File: src/core/tfp_pkg.sv
// Package: constants and types for the thermal fan drive controller
package tfp_pkg;

  // ****************************************************************
  // Timebase
  // ****************************************************************
  localparam int unsigned CLK_HZ = 50_000_000;  // System clock rate
  localparam int unsigned PWM_HZ = 30;          // Nominal ramp rate
  // Control code width; one ramp period is 2^CODE_W steps
  localparam int CODE_W = 8;
  localparam int unsigned RAMP_STEPS = 256;
  // Clocks per ramp step, rounded down so the period never runs long
  localparam int unsigned STEP_CYC = CLK_HZ / (PWM_HZ * RAMP_STEPS);
  localparam int PRE_W = 13;
  localparam logic [PRE_W-1:0] PRE_LAST = PRE_W'(STEP_CYC - 1);
  localparam logic [CODE_W-1:0] RAMP_LAST = 8'hFF;
  localparam logic [CODE_W-1:0] CODE_FULL = 8'hFF;  // Code for full duty

  // ****************************************************************
  // Start-up burst
  // ****************************************************************
  localparam int BURST_W = 6;
  localparam logic [BURST_W-1:0] BURST_PERIODS = 6'h20;  // 32 periods

  // ****************************************************************
  // Input synchroniser and reset values
  // ****************************************************************
  localparam int SYNC_BITS = 4;   // halt, release, below-as, above-as+hys
  localparam int SYNC_W = 12;     // Code plus the four condition bits
  localparam logic [SYNC_W-1:0] SYNC_RST = 12'h000;

  // Controller modes, one-hot
  typedef enum logic [3:0] {
    TFP_HALT  = 4'h1,  // Held in shutdown / reset
    TFP_AUTO  = 4'h2,  // Auto-shutdown, fan off
    TFP_BURST = 4'h4,  // Full-on spin-up
    TFP_RUN   = 4'h8   // Proportional drive
  } tfp_mode_t;

endpackage

File: src/core/tfp_sync.sv
// Three-stage synchroniser with agreement filter for pin inputs
`timescale 1ns/100ps
`default_nettype none
module tfp_sync
  import tfp_pkg::*;
(
  // Clock and reset
  input wire logic clock,
  input wire logic rst_n,
  // Raw pin levels
  input wire logic [SYNC_W-1:0] pin_in,
  // Settled levels
  output logic [SYNC_W-1:0] pin_out
);

  // ****************************************************************
  // Per-bit chain
  // ****************************************************************
  logic [SYNC_W-1:0] s2_v;  // Stage two of every bit
  logic [SYNC_W-1:0] s3_v;  // Stage three of every bit
  logic code_agree;         // Whole code word steady across stages

  // The code is a word: accept it only when every bit agrees, so a
  // half-changed code never reaches the duty latch
  assign code_agree = (s2_v[SYNC_W-1:SYNC_BITS] == s3_v[SYNC_W-1:SYNC_BITS]);

  genvar gi;
  generate
    for (gi = 0; gi < SYNC_W; gi++)
    begin : g_bit
      logic s1_r;  // Metastable stage, read only by s2
      logic s2_r;
      logic s3_r;
      logic q_r;   // Accepted level
      // Code bits wait for the whole word, condition bits for themselves
      localparam bit IS_CODE = (gi >= SYNC_BITS);
      // Shift chain; a change counts once stages two and three agree
      always_ff @(posedge clock or negedge rst_n)
      begin
        if (!rst_n)
        begin
          s1_r <= 1'b0;
          s2_r <= 1'b0;
          s3_r <= 1'b0;
          q_r <= 1'b0;
        end
        else
        begin
          s1_r <= pin_in[gi];
          s2_r <= s1_r;
          s3_r <= s2_r;
          if (IS_CODE ? code_agree : (s2_r == s3_r))
          begin
            q_r <= s3_r;
          end
        end
      end
      assign pin_out[gi] = q_r;
      assign s2_v[gi] = s2_r;
      assign s3_v[gi] = s3_r;
    end
  endgenerate

endmodule
`default_nettype wire

File: src/core/tfp_ctrl.sv
// Thermal fan drive controller: modes, spin-up burst and PWM drive
//
// Contract
// - duty tracks code, low zero, high full
// - ramp period set near 30 Hz
// - burst timer counts whole ramp periods
// - drive fully on for 32 periods
// - burst on warm release from halt and on auto-off exit
// - after burst, proportional until shutdown entered
// - below auto threshold, enter auto-off, drive off
// - leave auto-off only above hysteresis, burst
// - flag low while above full level, unlatched
// - halt level stops all, flag inactive
// - entering halt resets all state
// - above release leaves halt, burst if warm
// - still cold at release, go auto-off
// - drive pin active high
// - code resampled every ramp period
// - on shutdown, duty zero, flag off
`timescale 1ns/100ps
`default_nettype none
module tfp_ctrl
  import tfp_pkg::*;
(
  // Clock and reset
  input wire logic clock,
  input wire logic rst_n,
  // Quantised control level and comparator results
  input wire logic [CODE_W-1:0] temp_control_input,
  input wire logic halt_level,
  input wire logic release_level,
  input wire logic below_autoshutdown,
  input wire logic above_autoshutdown_hysteresis,
  input wire logic overtemp_level,
  // Outputs to the fan switch and the system
  output logic fan_drive_pin,
  output logic overtemp_flag_n,
  output logic [3:0] mode_state
);

  // ****************************************************************
  // Input synchronisation
  // ****************************************************************
  logic [SYNC_W-1:0] raw_pins;  // Pins gathered for the chain
  logic [SYNC_W-1:0] sync_pins; // Settled copies
  logic [CODE_W-1:0] code_s;    // Settled control code
  logic halt_s;
  logic rel_s;
  logic below_s;
  logic above_s;
  logic ot_r1;                  // Overtemp chain kept apart, see below
  logic ot_r2;
  logic ot_r3;
  logic ot_s;

  assign raw_pins = {temp_control_input, halt_level, release_level,
                     below_autoshutdown, above_autoshutdown_hysteresis};

  // Comparator bits and code all pass three flops
  tfp_sync u_sync (
    .clock(clock),
    .rst_n(rst_n),
    .pin_in(raw_pins),
    .pin_out(sync_pins)
  );

  assign code_s = sync_pins[SYNC_W-1:SYNC_BITS];
  assign halt_s = sync_pins[3];
  assign rel_s = sync_pins[2];
  assign below_s = sync_pins[1];
  assign above_s = sync_pins[0];

  // Overtemp comparator synchroniser with agreement filter
  always_ff @(posedge clock or negedge rst_n)
  begin
    if (!rst_n)
    begin
      ot_r1 <= 1'b0;
      ot_r2 <= 1'b0;
      ot_r3 <= 1'b0;
      ot_s <= 1'b0;
    end
    else
    begin
      ot_r1 <= overtemp_level;
      ot_r2 <= ot_r1;
      ot_r3 <= ot_r2;
      if (ot_r2 == ot_r3)
      begin
        ot_s <= ot_r3;
      end
    end
  end

  // ****************************************************************
  // Ramp timebase
  // ****************************************************************
  logic [PRE_W-1:0] pre_r;   // Clocks within one ramp step
  logic [CODE_W-1:0] ramp_r; // Ramp position within the period
  logic step_end;
  logic period_end;          // Last clock of a ramp period

  assign step_end = (pre_r == PRE_LAST);
  assign period_end = step_end && (ramp_r == RAMP_LAST);

  // Free-running ramp, roughly 30 Hz, held at zero while halted
  always_ff @(posedge clock or negedge rst_n)
  begin
    if (!rst_n)
    begin
      pre_r <= '0;
      ramp_r <= '0;
    end
    else if (halt_s)
    begin
      // All functions stop in halt
      pre_r <= '0;
      ramp_r <= '0;
    end
    else if (step_end)
    begin
      pre_r <= '0;
      ramp_r <= ramp_r + 8'h01;
    end
    else
    begin
      pre_r <= pre_r + 13'h0001;
    end
  end

  // ****************************************************************
  // Mode machine
  // ****************************************************************
  tfp_mode_t mode_r;
  tfp_mode_t mode_nxt;
  logic [BURST_W-1:0] burst_r;  // Whole periods spent in burst
  logic burst_done;

  assign burst_done = period_end && (burst_r == BURST_PERIODS - 6'h01);

  // Next mode; halt wins over every other condition
  always_comb
  begin
    mode_nxt = mode_r;
    case (mode_r)
      TFP_HALT:
      begin
        // Release: burst when warm, else auto-off
        if (!halt_s && rel_s)
        begin
          mode_nxt = above_s ? TFP_BURST : TFP_AUTO;
        end
      end
      TFP_AUTO:
      begin
        // Leave only past threshold plus hysteresis
        if (halt_s)
          mode_nxt = TFP_HALT;
        else if (above_s)
          mode_nxt = TFP_BURST;
      end
      TFP_BURST:
      begin
        // Halt aborts the burst at once
        if (halt_s)
          mode_nxt = TFP_HALT;
        else if (below_s)
          mode_nxt = TFP_AUTO;
        else if (burst_done)
          mode_nxt = TFP_RUN;
      end
      TFP_RUN:
      begin
        if (halt_s)
          mode_nxt = TFP_HALT;
        else if (below_s)
          mode_nxt = TFP_AUTO;
      end
      default:
      begin
        mode_nxt = TFP_HALT;
      end
    endcase
  end

  // Mode register; reset is the halted power-up state
  always_ff @(posedge clock or negedge rst_n)
  begin
    if (!rst_n)
      mode_r <= TFP_HALT;
    else
      mode_r <= mode_nxt;
  end

  // Burst period counter, cleared on every entry
  always_ff @(posedge clock or negedge rst_n)
  begin
    if (!rst_n)
      burst_r <= '0;
    else if (mode_r != TFP_BURST)
      burst_r <= '0;
    else if (period_end)
      burst_r <= burst_r + 6'h01;  // Whole periods only
  end

  // ****************************************************************
  // Duty code latch and outputs
  // ****************************************************************
  logic [CODE_W-1:0] duty_r;  // Code held for the current period

  // Resample at each period start so the duty is glitch-free
  always_ff @(posedge clock or negedge rst_n)
  begin
    if (!rst_n)
      duty_r <= '0;
    else if (mode_r == TFP_HALT)
      duty_r <= '0;
    else if (period_end || mode_r != TFP_RUN)
      duty_r <= code_s;
  end

  // Drive: full in burst, compare in run, off otherwise
  always_ff @(posedge clock or negedge rst_n)
  begin
    if (!rst_n)
      fan_drive_pin <= 1'b0;
    else if (mode_nxt == TFP_BURST)
      fan_drive_pin <= 1'b1;  // High turns the switch on
    else if (mode_nxt == TFP_RUN)
      // Full code stays on across the whole period
      fan_drive_pin <= (duty_r == CODE_FULL) || (ramp_r < duty_r);
    else
      fan_drive_pin <= 1'b0;
  end

  // Unlatched overtemp flag, gated off outside active modes
  always_ff @(posedge clock or negedge rst_n)
  begin
    if (!rst_n)
      overtemp_flag_n <= 1'b1;
    else if (mode_nxt == TFP_RUN || mode_nxt == TFP_BURST)
      overtemp_flag_n <= !ot_s;
    else
      overtemp_flag_n <= 1'b1;
  end

  // Mode visible for debug
  always_ff @(posedge clock or negedge rst_n)
  begin
    if (!rst_n)
      mode_state <= 4'h1;
    else
      mode_state <= mode_nxt;
  end

  // ****************************************************************
  // Assertions
  // ****************************************************************
  a_halt_drive_off: assert property (@(posedge clock) disable iff (!rst_n)
    (mode_r == TFP_HALT) |-> !fan_drive_pin && overtemp_flag_n)
    else $error("drive or flag active in halt");

  a_burst_full_on: assert property (@(posedge clock) disable iff (!rst_n)
    (mode_r == TFP_BURST) |-> fan_drive_pin)
    else $error("drive low during burst");

  a_burst_length: assert property (@(posedge clock) disable iff (!rst_n)
    (mode_r == TFP_RUN) |-> $past(mode_r) == TFP_RUN || burst_r == BURST_PERIODS)
    else $error("run entered before 32 periods");

  a_auto_off: assert property (@(posedge clock) disable iff (!rst_n)
    (mode_r == TFP_AUTO) |-> !fan_drive_pin && overtemp_flag_n)
    else $error("drive active in auto-off");

  a_halt_enter: assert property (@(posedge clock) disable iff (!rst_n)
    halt_s |=> mode_r == TFP_HALT)
    else $error("halt not entered");

  a_auto_exit: assert property (@(posedge clock) disable iff (!rst_n)
    (mode_r == TFP_AUTO && !halt_s && above_s) |=> mode_r == TFP_BURST)
    else $error("auto-off exit missed burst");

  a_release_cold: assert property (@(posedge clock) disable iff (!rst_n)
    (mode_r == TFP_HALT && !halt_s && rel_s && !above_s) |=> mode_r == TFP_AUTO)
    else $error("cold release did not go auto-off");

  a_run_compare: assert property (@(posedge clock) disable iff (!rst_n)
    (mode_r == TFP_RUN && mode_nxt == TFP_RUN && duty_r == 8'h00) |=> !fan_drive_pin)
    else $error("zero code drove fan");

  a_flag_follow: assert property (@(posedge clock) disable iff (!rst_n)
    ((mode_nxt == TFP_RUN || mode_nxt == TFP_BURST) && ot_s) |=> !overtemp_flag_n)
    else $error("overtemp flag not asserted");

  c_burst_done: cover property (@(posedge clock) disable iff (!rst_n)
    mode_r == TFP_BURST ##1 mode_r == TFP_RUN);
  c_auto_entry: cover property (@(posedge clock) disable iff (!rst_n)
    mode_r == TFP_RUN ##1 mode_r == TFP_AUTO);
  c_burst_abort: cover property (@(posedge clock) disable iff (!rst_n)
    mode_r == TFP_BURST ##1 mode_r == TFP_HALT);
  c_flag_low: cover property (@(posedge clock) disable iff (!rst_n)
    !overtemp_flag_n);

endmodule
`default_nettype wire

File: config.mk
export PLATFORM = sky130hd
export DESIGN_NAME = tfp_ctrl
export DESIGN_NICKNAME = d
export VERILOG_FILES = /design/src/core/tfp_pkg.sv /design/src/core/tfp_sync.sv /design/src/core/tfp_ctrl.sv
export SDC_FILE = /design/constraint.sdc
export NUM_CORES = 1
export LEC_CHECK = 0
export BUFFER_PORTS_ARGS = -buffer_cell sky130_fd_sc_hd__buf_2
export CAP_MARGIN = 30
export CORE_MARGIN = 10
export CORE_UTILIZATION = 60
export DETAILED_ROUTE_END_ITERATION = 12
export GPL_TIMING_DRIVEN = 0
export PLACE_DENSITY = 0.85
export SLEW_MARGIN = 5
export SYNTH_ARGS = -nofsm -noshare
export SYNTH_HDL_FRONTEND = slang
export SYNTH_HIERARCHICAL = 1
export SYNTH_SLANG_ARGS = --single-unit
export TNS_END_PERCENT = 50
File: constraint.sdc
create_clock -name clock -period 1.9 [get_ports clock]
set_input_delay 0 -clock clock [delete_from_list [all_inputs] [get_ports clock]]
set_output_delay 0 -clock clock [all_outputs]
set_load 0.005 [all_outputs]
# Word-level counts from Yosys, hierarchy flattened
# Index checks and enable logic that the tools add are counted.
[op_classes]
addsub = 3
magnitude_cmp = 1
eq_ne = 18
n_mux = 21
reduce_logical = 11
[op_table]
columns = ["operator", "count"]
rows = [
  ["2-to-1 mux 4 bit", 8],
  ["2-to-1 mux 8 bit", 4],
  ["2-to-1 mux 13 bit", 2],
  ["equality test 8 bit (second input constant)", 2],
  ["case mux 4 bit (4 select lines)", 1],
  ["adder 13 x 1 -> 13 bit (second input constant)", 1],
  ["equality test 13 bit (second input constant)", 1],
  ["2-to-1 mux 6 bit", 2],
  ["adder 8 x 1 -> 8 bit (second input constant)", 1],
  ["equality test 4 x 3 -> 1 bit (second input constant)", 2],
  ["equality test 4 bit (second input constant)", 2],
  ["equality test 8 bit", 1],
  ["less-than comparator 8 bit", 1],
  ["adder 6 x 1 -> 6 bit (second input constant)", 1],
  ["equality test 6 x 5 -> 1 bit (second input constant)", 1],
  ["nonzero test 2 bit", 3],
  ["equality test 1 bit", 5],
  ["equality test 4 x 1 -> 1 bit (second input constant)", 1],
  ["equality test 4 x 2 -> 1 bit (second input constant)", 1],
  ["inequality test 4 x 3 -> 1 bit (second input constant)", 1],
  ["inequality test 4 bit (second input constant)", 1],
  ["logical AND 1 bit", 3],
  ["logical OR 1 bit", 3],
  ["2-to-1 mux 1 bit", 3],
  ["2 further kinds", 3],
]
[word_totals]
reg_bits = 93
input_bits = 15
output_inout_bits = 6
elab_cells = 113

# Depth between registers and ports, before layout
# Gate-level depths: netlist of run 1.
[depth]
depth_word = 10
ltp_mapped = 7
depth_no_buf = 6

# Modules after synthesis
# Netlist of run 1, hierarchy kept.
[by_module_without_submodules]
columns = ["mod", "instances", "cells_per_inst", "area_per_inst_um2"]
rows = [
  ["tfp_ctrl", 1, 242, 2436.1],
  ["tfp_sync", 1, 83, 1507.7],
]

# Least setup slack after synthesis of run 1
# No wires, ideal clock.
[synth_path]
path_kind = "reg2reg"
startpoint = "register pre_r[1]"
endpoint = "register burst_r[2]"
arrival_ps = 1539
required_time_ps = 1823
slack_ps = 283
path_stages_with_launch = 7
n_path_buf = 0
period_less_slack_ps = 1617
path_cell_list = "dfrtp_1 -> inv_1 -> ha_1 -> and4b_4 -> nand4_4 -> or4_1 -> a21oi_1"
[synth_between]
elab_chain_cells = 3
[synth_lines]
columns = ["item", "line", "source"]
rows = [
  ["from (decl)", "tfp_ctrl.sv:98", "logic [PRE_W-1:0] pre_r;"],
  ["from (signal assigned)", "tfp_ctrl.sv:127", "pre_r <= pre_r + 13'h0001;"],
  ["equality test 13 bit", "tfp_ctrl.sv:103", "assign step_end = (pre_r == PRE_LAST);"],
  ["logical AND 1 bit", "tfp_ctrl.sv:104", "assign period_end = step_end && (ramp_r == RAMP_LAST);"],
  ["nonzero test 2 bit (no source line)", "n/a", ""],
  ["to (signal assigned)", "tfp_ctrl.sv:203", "burst_r <= burst_r + 6'h01;"],
  ["to (decl)", "tfp_ctrl.sv:136", "logic [BURST_W-1:0] burst_r;"],
]
# Every way passes these cells.
# A chain may end at the register's enable or synchronous reset.

# Worst setup path in the final report of run 1
[layout_path]
startpoint = "register u_sync.g_bit[5].s3_r"
endpoint = "register u_sync.g_bit[4].q_r"
[layout_between]
elab_chain_cells = 1
[layout_lines]
columns = ["item", "line", "source"]
rows = [
  ["from (decl)", "tfp_sync.sv:33", "logic s3_r;"],
  ["from (signal assigned)", "tfp_sync.sv:51", "s3_r <= s2_r;"],
  ["equality test 8 bit", "tfp_sync.sv:25", "assign code_agree = (s2_v[SYNC_W-1:SYNC_BITS] == s3_v[SYNC_W-1:SYNC_BITS]);"],
  ["to (signal assigned)", "tfp_sync.sv:54", "q_r <= s3_r;"],
  ["to (decl)", "tfp_sync.sv:34", "logic q_r;"],
]
# Every way passes these cells.

==> flow_summary.json, run 1 <==
{
  "ys_seq_elements": 93,
  "synth_cells": 325,
  "fin_nets": 397,
  "slowest_stage": "nor4_1",
  "grt_max_degree": 69,
  "slowest_delay_ns": 0.52,
  "cp.arrival_ns": 2.07,
  "io_pins": 21,
  "synth_ff_type": "dfrtp_1",
  "pwr-share-comb": 0.092,
  "reg2reg_from": "u_sync/g_bit[5].s3_r",
  "io_buffers": 20,
  "r2r_end": "u_sync/g_bit[4].q_r",
  "status": "finished clean",
  "ys_async_sr_fraction": 1.00,
  "grt_pass1_wl_um": 12600,
  "yosysTopAreaCell": "dfrtp_1",
  "path_cells": "xor2_1, nor4_1, nand2_2, mux2_2",
  "area_growth_pct": 15.3,
  "switching_share": 0.255,
  "cts.sinks": 93,
  "clk_pin_slew_worst_paths_ns": 0.10,
  "synth.top_cell.area_share": 0.577,
  "seqPwrFrac": 0.555,
  "hp-class": "in -> async",
  "timing.slew.headroom": 0.594,
  "powerDensity_mw_per_mm2": 859,
  "p_clk_frac": 0.353,
  "via_count": 2559,
  "ys_warn_count": 6,
  "p_int_mw": 2.91,
  "timing.final.crit_share": 0.962,
  "numCtsBuffers": 9,
  "maxCapViolations": 0,
  "synthTopCellsByArea": "dfrtp_1, ha_1, xor2_1",
  "power_leakage_nw": 2.15,
  "hpwlAfterDp_um": 4970,
  "synth_edf_count": 0,
  "rows": 29,
  "synth_commonest_cells": "dfrtp_1, nand2_1, nor2_1",
  "start_kind": "flop",
  "ys_types": 55,
  "synthesis.nets": 351,
  "rsz0062_at_grt": "false",
  "power_switching_uw": 996,
  "num_antenna_cells": 0,
  "place_congestion": 0.855,
  "max_freq_mhz": 547,
  "synth-simple-area-share": 0.154,
  "grt_use_total": 0.151,
  "worst_pin_slew_ns": 0.601,
  "drc_errors": 0,
  "setup_viol": 0,
  "regToRegSetupSlack_ns": 0.07,
  "viasPerCell": 5.65,
  "synth_compound_area_frac": 0.0723,
  "synth.most_common_cell": "dfrtp_1",
  "clk_path_buf_depth": 2,
  "end_kind": "flop",
  "initial_core_util": 0.621,
  "core_mm2": 0.00635,
  "muxShareOfSynthArea": 0.0457,
  "die_h_um": 101,
  "period_minus_slack_ns": 1.83,
  "clock_latency_ns": 0.36,
  "first_iter_violations": 123,
  "grt_pass1_vias": 2729,
  "ys_seq_area_frac": 0.591,
  "peakVddDrop_v": 0.000599,
  "reg2reg_depth": 4,
  "synth-adder-area-share": 0.0476,
  "crit_path_start": "u_sync/g_bit[5].s3_r",
  "skew_ns": 0.0140,
  "wl_per_cell_um": 15.5,
  "synth_top_family_by_area": "simple AND/OR/NAND/NOR gates",
  "final_max_slew_viol_count": 0,
  "criticalPathCategory": "reg -> reg",
  "htreeDepth": 3,
  "fin_tns_setup_ns": 0,
  "path_max_fanout": 8,
  "wirelength_um": 7010,
  "root_buffer": "clkbuf_8",
  "yosys.area_share.xor_xnor": 0.0422,
  "drt-pass1-iter-count": 4,
  "p_total_mw": 3.91,
  "die-area_mm2": 0.0102,
  "drive_gt1_frac": 0.210,
  "syn-mean-instance-area_um2": 12.1,
  "syn-cell-area_mm2": 0.00394,
  "cts_tree": "yes",
  "finalHoldViolCount": 0,
  "ant_nets": 0,
  "die_w_um": 101,
  "grt_overflow": 0,
  "antenna_found_initial": 0,
  "cp_data_required_time_ns": 2.14
}
-- metal layers --
metal	vias to the layer above	GRT usage	part of all wire
met1	1261	0.193	0.45
met3	11	0.0398	0.048
li1	1228	-	-
met2	59	0.239	0.48
met4	0	0.0579	0.016
met5	-	0	0
-- worst max-delay path, delay by kind of cell (launching register included) --
kind             cells  cell delay, ns
XOR/XNOR             1            0.17
flip-flops           1            0.40
multiplexers         1            0.35
AND/OR/NAND/NOR      2            0.79
-- metrics by stage --
step,worst slack (ns),instance area (um2),util,hold WS (ns),instances
final,0.0717,4550,0.716,0.0808,453
after global routing,0.0176,4550,0.716,0.101,453
after CTS,0.0311,4520,0.712,0.0824,453
after detailed placement,0.0787,4170,0.657,-0.0584,423
after global placement,0.0293,4140,0.652,0.107,422
after floorplan,0.283,3940,-,-0.296,325
-- kinds of logic after synthesis --
kind of cell	after synthesis
AO/OA/AOI/OAI	43
flip-flops	93
AND/OR/NAND/NOR	102
buffers and inverters	35
XOR/XNOR	19
adder cells (fa/ha/maj)	16
multiplexers	17
-- power groups by stage --
stage	logic (mW)	clock network, mW	registers [mW]
after floorplan	0.211	0	2.19
after global placement	0.310	0	2.20
after detailed placement	0.336	0	2.21
after CTS	0.363	1.41	2.17
after global routing	0.406	1.48	2.19
final	0.360	1.38	2.17
-- state kept, by name (all words and copies together), names as in the netlist, 4 cells and up --
| register | count |
|---|---|
| u_sync/g_bit.s1_r | 12 |
| ramp_r | 8 |
| u_sync/g_bit.s3_r | 12 |
| pre_r | 13 |
| u_sync/g_bit.s2_r | 12 |
| duty_r | 8 |
| u_sync/g_bit.q_r | 12 |
| burst_r | 6 |
| mode_state | 4 |
-- what timing repair did --
item | CTS | global route
hold buffers | 14 | 0
buffers inserted | 0 | 0
resized for setup | 0 | 11
setup endpoints to repair | 0 | 21
endpoints found under the hold margin | 104 | 0
-- placed cells by master (no fill, tap or decap), types with 4 or more instances in the layout --
cell type / n
mux2i_1: 9
o31ai_1: 4
dfrtp_1: 90
inv_1: 15
dlygate4sd3_1: 14
clkbuf_8: 9
buf_2: 21
nand3_1: 8
nor2_1: 21
or4_1: 4
nand2_1: 20
buf_4: 13
or3_1: 5
xnor2_1: 6
and3_1: 6
xor2_1: 13
a31oi_1: 4
maj3_1: 5
o21ai_0: 7
a21oi_1: 10
ha_1: 11
mux2_2: 8
nand4_1: 8
-- area by class of cell --
| class | count | area (um2) |
|---|---|---|
| flip-flops and latches | 93 | 2330 |
| clock inverters | 7 | 86.3 |
| clock buffers | 9 | 124 |
| plain buffers | 20 | 140 |
| fillers | 427 | 1800 |
| inverters | 15 | 56.3 |
| multi-input cells | 197 | 1440 |
| well taps | 77 | 96.3 |
| repair buffers | 35 | 270 |
-- worst max-delay path by stage --
stage,to,cells past startpoint,slack (ns)
after floorplan,burst_r[2],6,0.28
after global placement,u_sync/g_bit[11].q_r,1,0.03
after detailed placement,duty_r[4],7,0.08
after CTS,duty_r[5],7,0.03
after global routing,burst_r[2],6,0.02
final,u_sync/g_bit[4].q_r,4,0.07
Power figures use the tool's default switching activity.
==> run 2: changes to the inputs <==
- CORE_UTILIZATION: 60 -> 63
- CTS_BUF_LIST: default -> sky130_fd_sc_hd__clkbuf_8
- PLACE_DENSITY: 0.85 -> 0.89
==> flow_summary.json, run 2 (synthesis results as in run 1) <==
{
  "die_h_um": 99.1,
  "criticalPathCategory": "reg -> reg",
  "grt_pass1_vias": 2642,
  "core_mm2": 0.00599,
  "seqPwrFrac": 0.567,
  "via_count": 2558,
  "drive_gt1_frac": 0.207,
  "cp.arrival_ns": 2.07,
  "power_switching_mw": 1.02,
  "skew_ns": 0.0122,
  "path_cells": "inv_1, ha_1, and4b_4, nand4_4, or4_4, a21oi_2",
  "slowest_delay_ns": 0.50,
  "timing.final.crit_share": 0.943,
  "hold-worst-slack_ns": 0.0650,
  "clock_latency_ns": 0.36,
  "io_buffers": 20,
  "rows": 28,
  "power_leakage_nw": 2.15,
  "place_congestion": 0.820,
  "switching_share": 0.267,
  "clk_path_buf_depth": 2,
  "first_iter_violations": 168,
  "end_kind": "flop",
  "pwr-share-comb": 0.097,
  "grt_max_degree": 74,
  "p_int_mw": 2.80,
  "numCtsBuffers": 9,
  "p_clk_frac": 0.336,
  "powerDensity_mw_per_mm2": 843,
  "start_kind": "flop",
  "slowest_stage": "or4_4",
  "num_antenna_cells": 0,
  "cp_data_required_time_ns": 2.18,
  "finalHoldViolCount": 0,
  "max_freq_mhz": 558,
  "drc_errors": 0,
  "wl_per_cell_um": 15.4,
  "path_max_fanout": 6,
  "antenna_found_initial": 0,
  "die-area_mm2": 0.00982,
  "viasPerCell": 5.67,
  "area_growth_pct": 15.1,
  "root_buffer": "clkbuf_8",
  "final_util": 0.758,
  "setup_viol": 0,
  "final_cell_mix": "dfrtp_1, nand2_1, nor2_1, buf_2, inv_1",
  "cts.sinks": 93,
  "maxCapViolations": 0,
  "grt_overflow": 0,
  "reg2reg_depth": 6,
  "wirelength_um": 6920,
  "ant_nets": 0,
  "design_area_mm2": 0.00454,
  "fin_nets": 397,
  "die_w_um": 99.1,
  "grt_use_total": 0.146,
  "initial_core_util": 0.658,
  "hp-class": "in -> async",
  "p_total_mw": 3.82,
  "fillers": 375,
  "largest_register_ffs": 13,
  "peakVddDrop_v": 0.000609,
  "status": "finished clean",
  "final_max_slew_viol_count": 0,
  "worst_pin_slew_ns": 0.692,
  "drt-pass1-iter-count": 4,
  "largest-register": "pre_r",
  "htreeDepth": 3,
  "dpl-instance-area_mm2": 0.00417,
  "io_pins": 21,
  "cts_tree": "yes",
  "timing.slew.headroom": 0.532,
  "period_minus_slack_ns": 1.79,
  "hpwlAfterDp_um": 4790,
  "grt_pass1_wl_um": 12000,
  "clk_pin_slew_worst_paths_ns": 0.10,
  "final_common_cell": "dfrtp_1"
}
==> run 2: area by class of cell <==
type,count,area (um2),share of cell area
Buffer,19,135,0.0298
Clock buffer,9,124,0.0273
Clock inverter,7,76.3,0.0168
Inverter,15,56.3,0.0124
Multi-Input combinational cell,197,1450,0.318
Sequential cell,93,2330,0.513
Tap cell,75,93.8,0.0207
Timing Repair Buffer,36,278,0.0612
==> run 2: worst paths after layout <==
check	from	to	slack, ns
worst max register to register	pre_r[1]	ramp_r[7]	0.11
max in group asynchronous	rst_n	duty_r[3]	1.21
worst min-delay path	rst_n	pre_r[5]	0.07
worst max-delay path	pre_r[1]	ramp_r[7]	0.11
worst min register to register	u_sync/g_bit[5].s1_r	u_sync/g_bit[5].s2_r	0.36
min in group clock	temp_control_input[0]	u_sync/g_bit[4].s1_r	0.27
==> run 2: power groups by stage <==
stage               clock network [mW]  registers [mW]  logic, mW
floorplan                            0            2.19      0.211
global placement                     0            2.20      0.310
detailed placement                   0            2.21      0.334
CTS                               1.32            2.17      0.358
global route                      1.38            2.18      0.419
finish                            1.28            2.17      0.372
==> run 2: through the flow <==
stage	setup slack (ns)	TNS, ns	instances
3_5_place_dp	0.0445	0	421
2_1_floorplan	0.283	0	325
3_3_place_gp	0.0446	0	420
6_report	0.109	0	451
5_1_grt	-0.00297	-0.00590	451
4_1_cts	0.0125	0	451
==> run 2: repair_timing <==
item,CTS,global route
setup buffers,0,1
hold buffers,14,0
setup endpoints to repair,0,16
gates resized for setup,0,8
endpoints found under the hold margin,106,0
==> run 2: routing by layer <==
| layer | routed length (um) | vias to the layer above | global-route usage |
|---|---|---|---|
| li1 | - | 1230 | - |
| met1 | 3290 | 1265 | 0.189 |
| met2 | 3270 | 54 | 0.229 |
| met3 | 272 | 9 | 0.0298 |
| met4 | 92 | 0 | 0.0684 |
| met5 | 0 | - | 0 |
==> run 2: worst max-delay path, delay by kind of cell (launching register included) <==
kind / cells / cell delay (ns)
buffers and inverters: 1 / 0.06
and+or+nand+nor: 3 / 0.94
AOI/OAI and AO/OA: 1 / 0.15
DFF: 1 / 0.40
adders and majority gates: 1 / 0.16
==> run 3: changes to the inputs <==
- clock period: 1.9 -> 1.8 ns (I/O delays scaled with it)
==> flow_summary.json, run 3 (synthesis results as in run 1) <==
{
  "grt_pass1_wl_um": 12100,
  "die_w_um": 99.1,
  "final_cell_mix": "dfrtp_1, buf_2, nand2_1, nor2_1, buf_4",
  "die-area_mm2": 0.00982,
  "largest-register": "pre_r",
  "wl_per_cell_um": 15.8,
  "reg2reg_depth": 7,
  "cts_tree": "yes",
  "rsz0062_at_grt": "true",
  "core_mm2": 0.00599,
  "clock_latency_ns": 0.37,
  "p_clk_frac": 0.338,
  "peakVddDrop_v": 0.000641,
  "num_antenna_cells": 0,
  "hpwlAfterDp_um": 4790,
  "placedCellCount": 421,
  "rows": 28,
  "maxCapViolations": 0,
  "cp_data_required_time_ns": 2.09,
  "ant_nets": 0,
  "final_common_cell": "dfrtp_1",
  "worst_path_dominant_cell_family": "simple AND/OR/NAND/NOR gates",
  "wirelength_um": 7210,
  "fin_nets": 402,
  "fin_tns_setup_ns": 0,
  "root_buffer": "clkbuf_8",
  "period_minus_slack_ns": 1.78,
  "slowest_stage": "dfrtp_1",
  "antenna_found_initial": 0,
  "timing.slew.headroom": 0.540,
  "io_pins": 21,
  "first_iter_violations": 153,
  "path_cells": "inv_1, ha_2, and4b_4, nand4_4, o21bai_1, buf_6, mux2i_1",
  "io_buffers": 20,
  "power_switching_mw": 1.10,
  "grt_overflow": 0,
  "drc_errors": 0,
  "power_leakage_nw": 2.17,
  "setup_viol": 0,
  "seqPwrFrac": 0.563,
  "skew_ns": 0.0107,
  "criticalPathCategory": "reg -> reg",
  "worst_pin_slew_ns": 0.681,
  "final_util": 0.768,
  "p_int_mw": 2.96,
  "fillers": 359,
  "hp-class": "in -> async",
  "numCtsBuffers": 9,
  "final_max_slew_viol_count": 0,
  "initial_core_util": 0.658,
  "pwr-share-comb": 0.099,
  "viasPerCell": 5.70,
  "slowest_delay_ns": 0.39,
  "cp.arrival_ns": 2.07,
  "finalHoldViolCount": 0,
  "drt-pass1-iter-count": 4,
  "crit_cells": 7,
  "clk_pin_slew_worst_paths_ns": 0.10,
  "timing.final.crit_share": 0.990,
  "fin_ws_ns": 0.0185,
  "path_max_fanout": 8,
  "grt_max_degree": 74,
  "switching_share": 0.271,
  "drive_gt1_frac": 0.239,
  "powerDensity_mw_per_mm2": 883,
  "p_total_mw": 4.06,
  "htreeDepth": 3,
  "crit_buf_inv": 2,
  "place_congestion": 0.820,
  "grt_use_total": 0.147,
  "area_growth_pct": 16.6,
  "end_kind": "flop",
  "dp_slack_ns": -0.0555,
  "instances_no_fill": 456,
  "status": "finished clean",
  "clk_path_buf_depth": 2,
  "via_count": 2597,
  "start_kind": "flop",
  "cts.sinks": 93,
  "max_freq_mhz": 561,
  "largest_register_ffs": 13,
  "grt_pass1_vias": 2663,
  "die_h_um": 99.1
}
## run 3: metrics by stage
| stage | hold WS [ns] | instance area, um2 |
|---|---|---|
| 4_1_cts | 0.0525 | 4530 |
| 5_1_grt | 0.100 | 4600 |
| 3_3_place_gp | 0.107 | 4140 |
| 3_5_place_dp | -0.0875 | 4170 |
| 6_report | 0.0543 | 4600 |
| 2_1_floorplan | -0.296 | 3940 |
## run 3: area by class of cell
class / instances / area [um2] / share of cell area
Tap cell: 75 / 93.8 / 0.0204
Inverter: 15 / 56.3 / 0.0122
Multi-Input combinational cell: 197 / 1470 / 0.319
Clock buffer: 9 / 124 / 0.0269
Timing Repair Buffer: 41 / 313 / 0.0680
Buffer: 19 / 138 / 0.0299
Clock inverter: 7 / 76.3 / 0.0166
Sequential cell: 93 / 2330 / 0.507
## run 3: worst reg2reg max path, delay by kind of cell (launching register included)
kind / cells / cell delay, ns
multiplexers: 1 / 0.23
buffers and inverters: 2 / 0.25
adder cells (fa/ha/maj): 1 / 0.17
flip-flops: 1 / 0.39
AO/OA/AOI/OAI: 1 / 0.24
AND/OR/NAND/NOR: 2 / 0.40
## run 3: power by group through the flow
stage	Sequential (mW)	Combinational (mW)	Clock, mW
6_report	2.29	0.402	1.37
3_3_place_gp	2.32	0.327	0
3_5_place_dp	2.33	0.353	0
2_1_floorplan	2.31	0.223	0
4_1_cts	2.29	0.388	1.39
5_1_grt	2.30	0.452	1.46
## run 3: routing by layer
metal / global-route usage / vias up / routed length (um)
li1: - / 1242 / -
met1: 0.190 / 1276 / 3260
met4: 0.0717 / 0 / 117
met3: 0.0304 / 14 / 405
met2: 0.231 / 65 / 3430
met5: 0 / - / 0
## run 3: worst paths after layout
kind,start,end,slack [ns]
max,pre_r[1],duty_r[0],0.02
max reg2reg,pre_r[1],duty_r[0],0.02
min in group clock,temp_control_input[0],u_sync/g_bit[4].s1_r,0.26
min,rst_n,pre_r[5],0.05
min reg2reg,u_sync/g_bit[5].s1_r,u_sync/g_bit[5].s2_r,0.36
max in group asynchronous,rst_n,ramp_r[7],1.13
## run 3: what timing repair did
action                                  in CTS  in global routing
setup buffers                                3                  2
gates cloned                                 0                  1
hold endpoints to repair                   106                  0
resized for setup                            4                 13
pin swaps                                    2                  8
hold buffers                                14                  0
endpoints found under the setup margin      16                 36
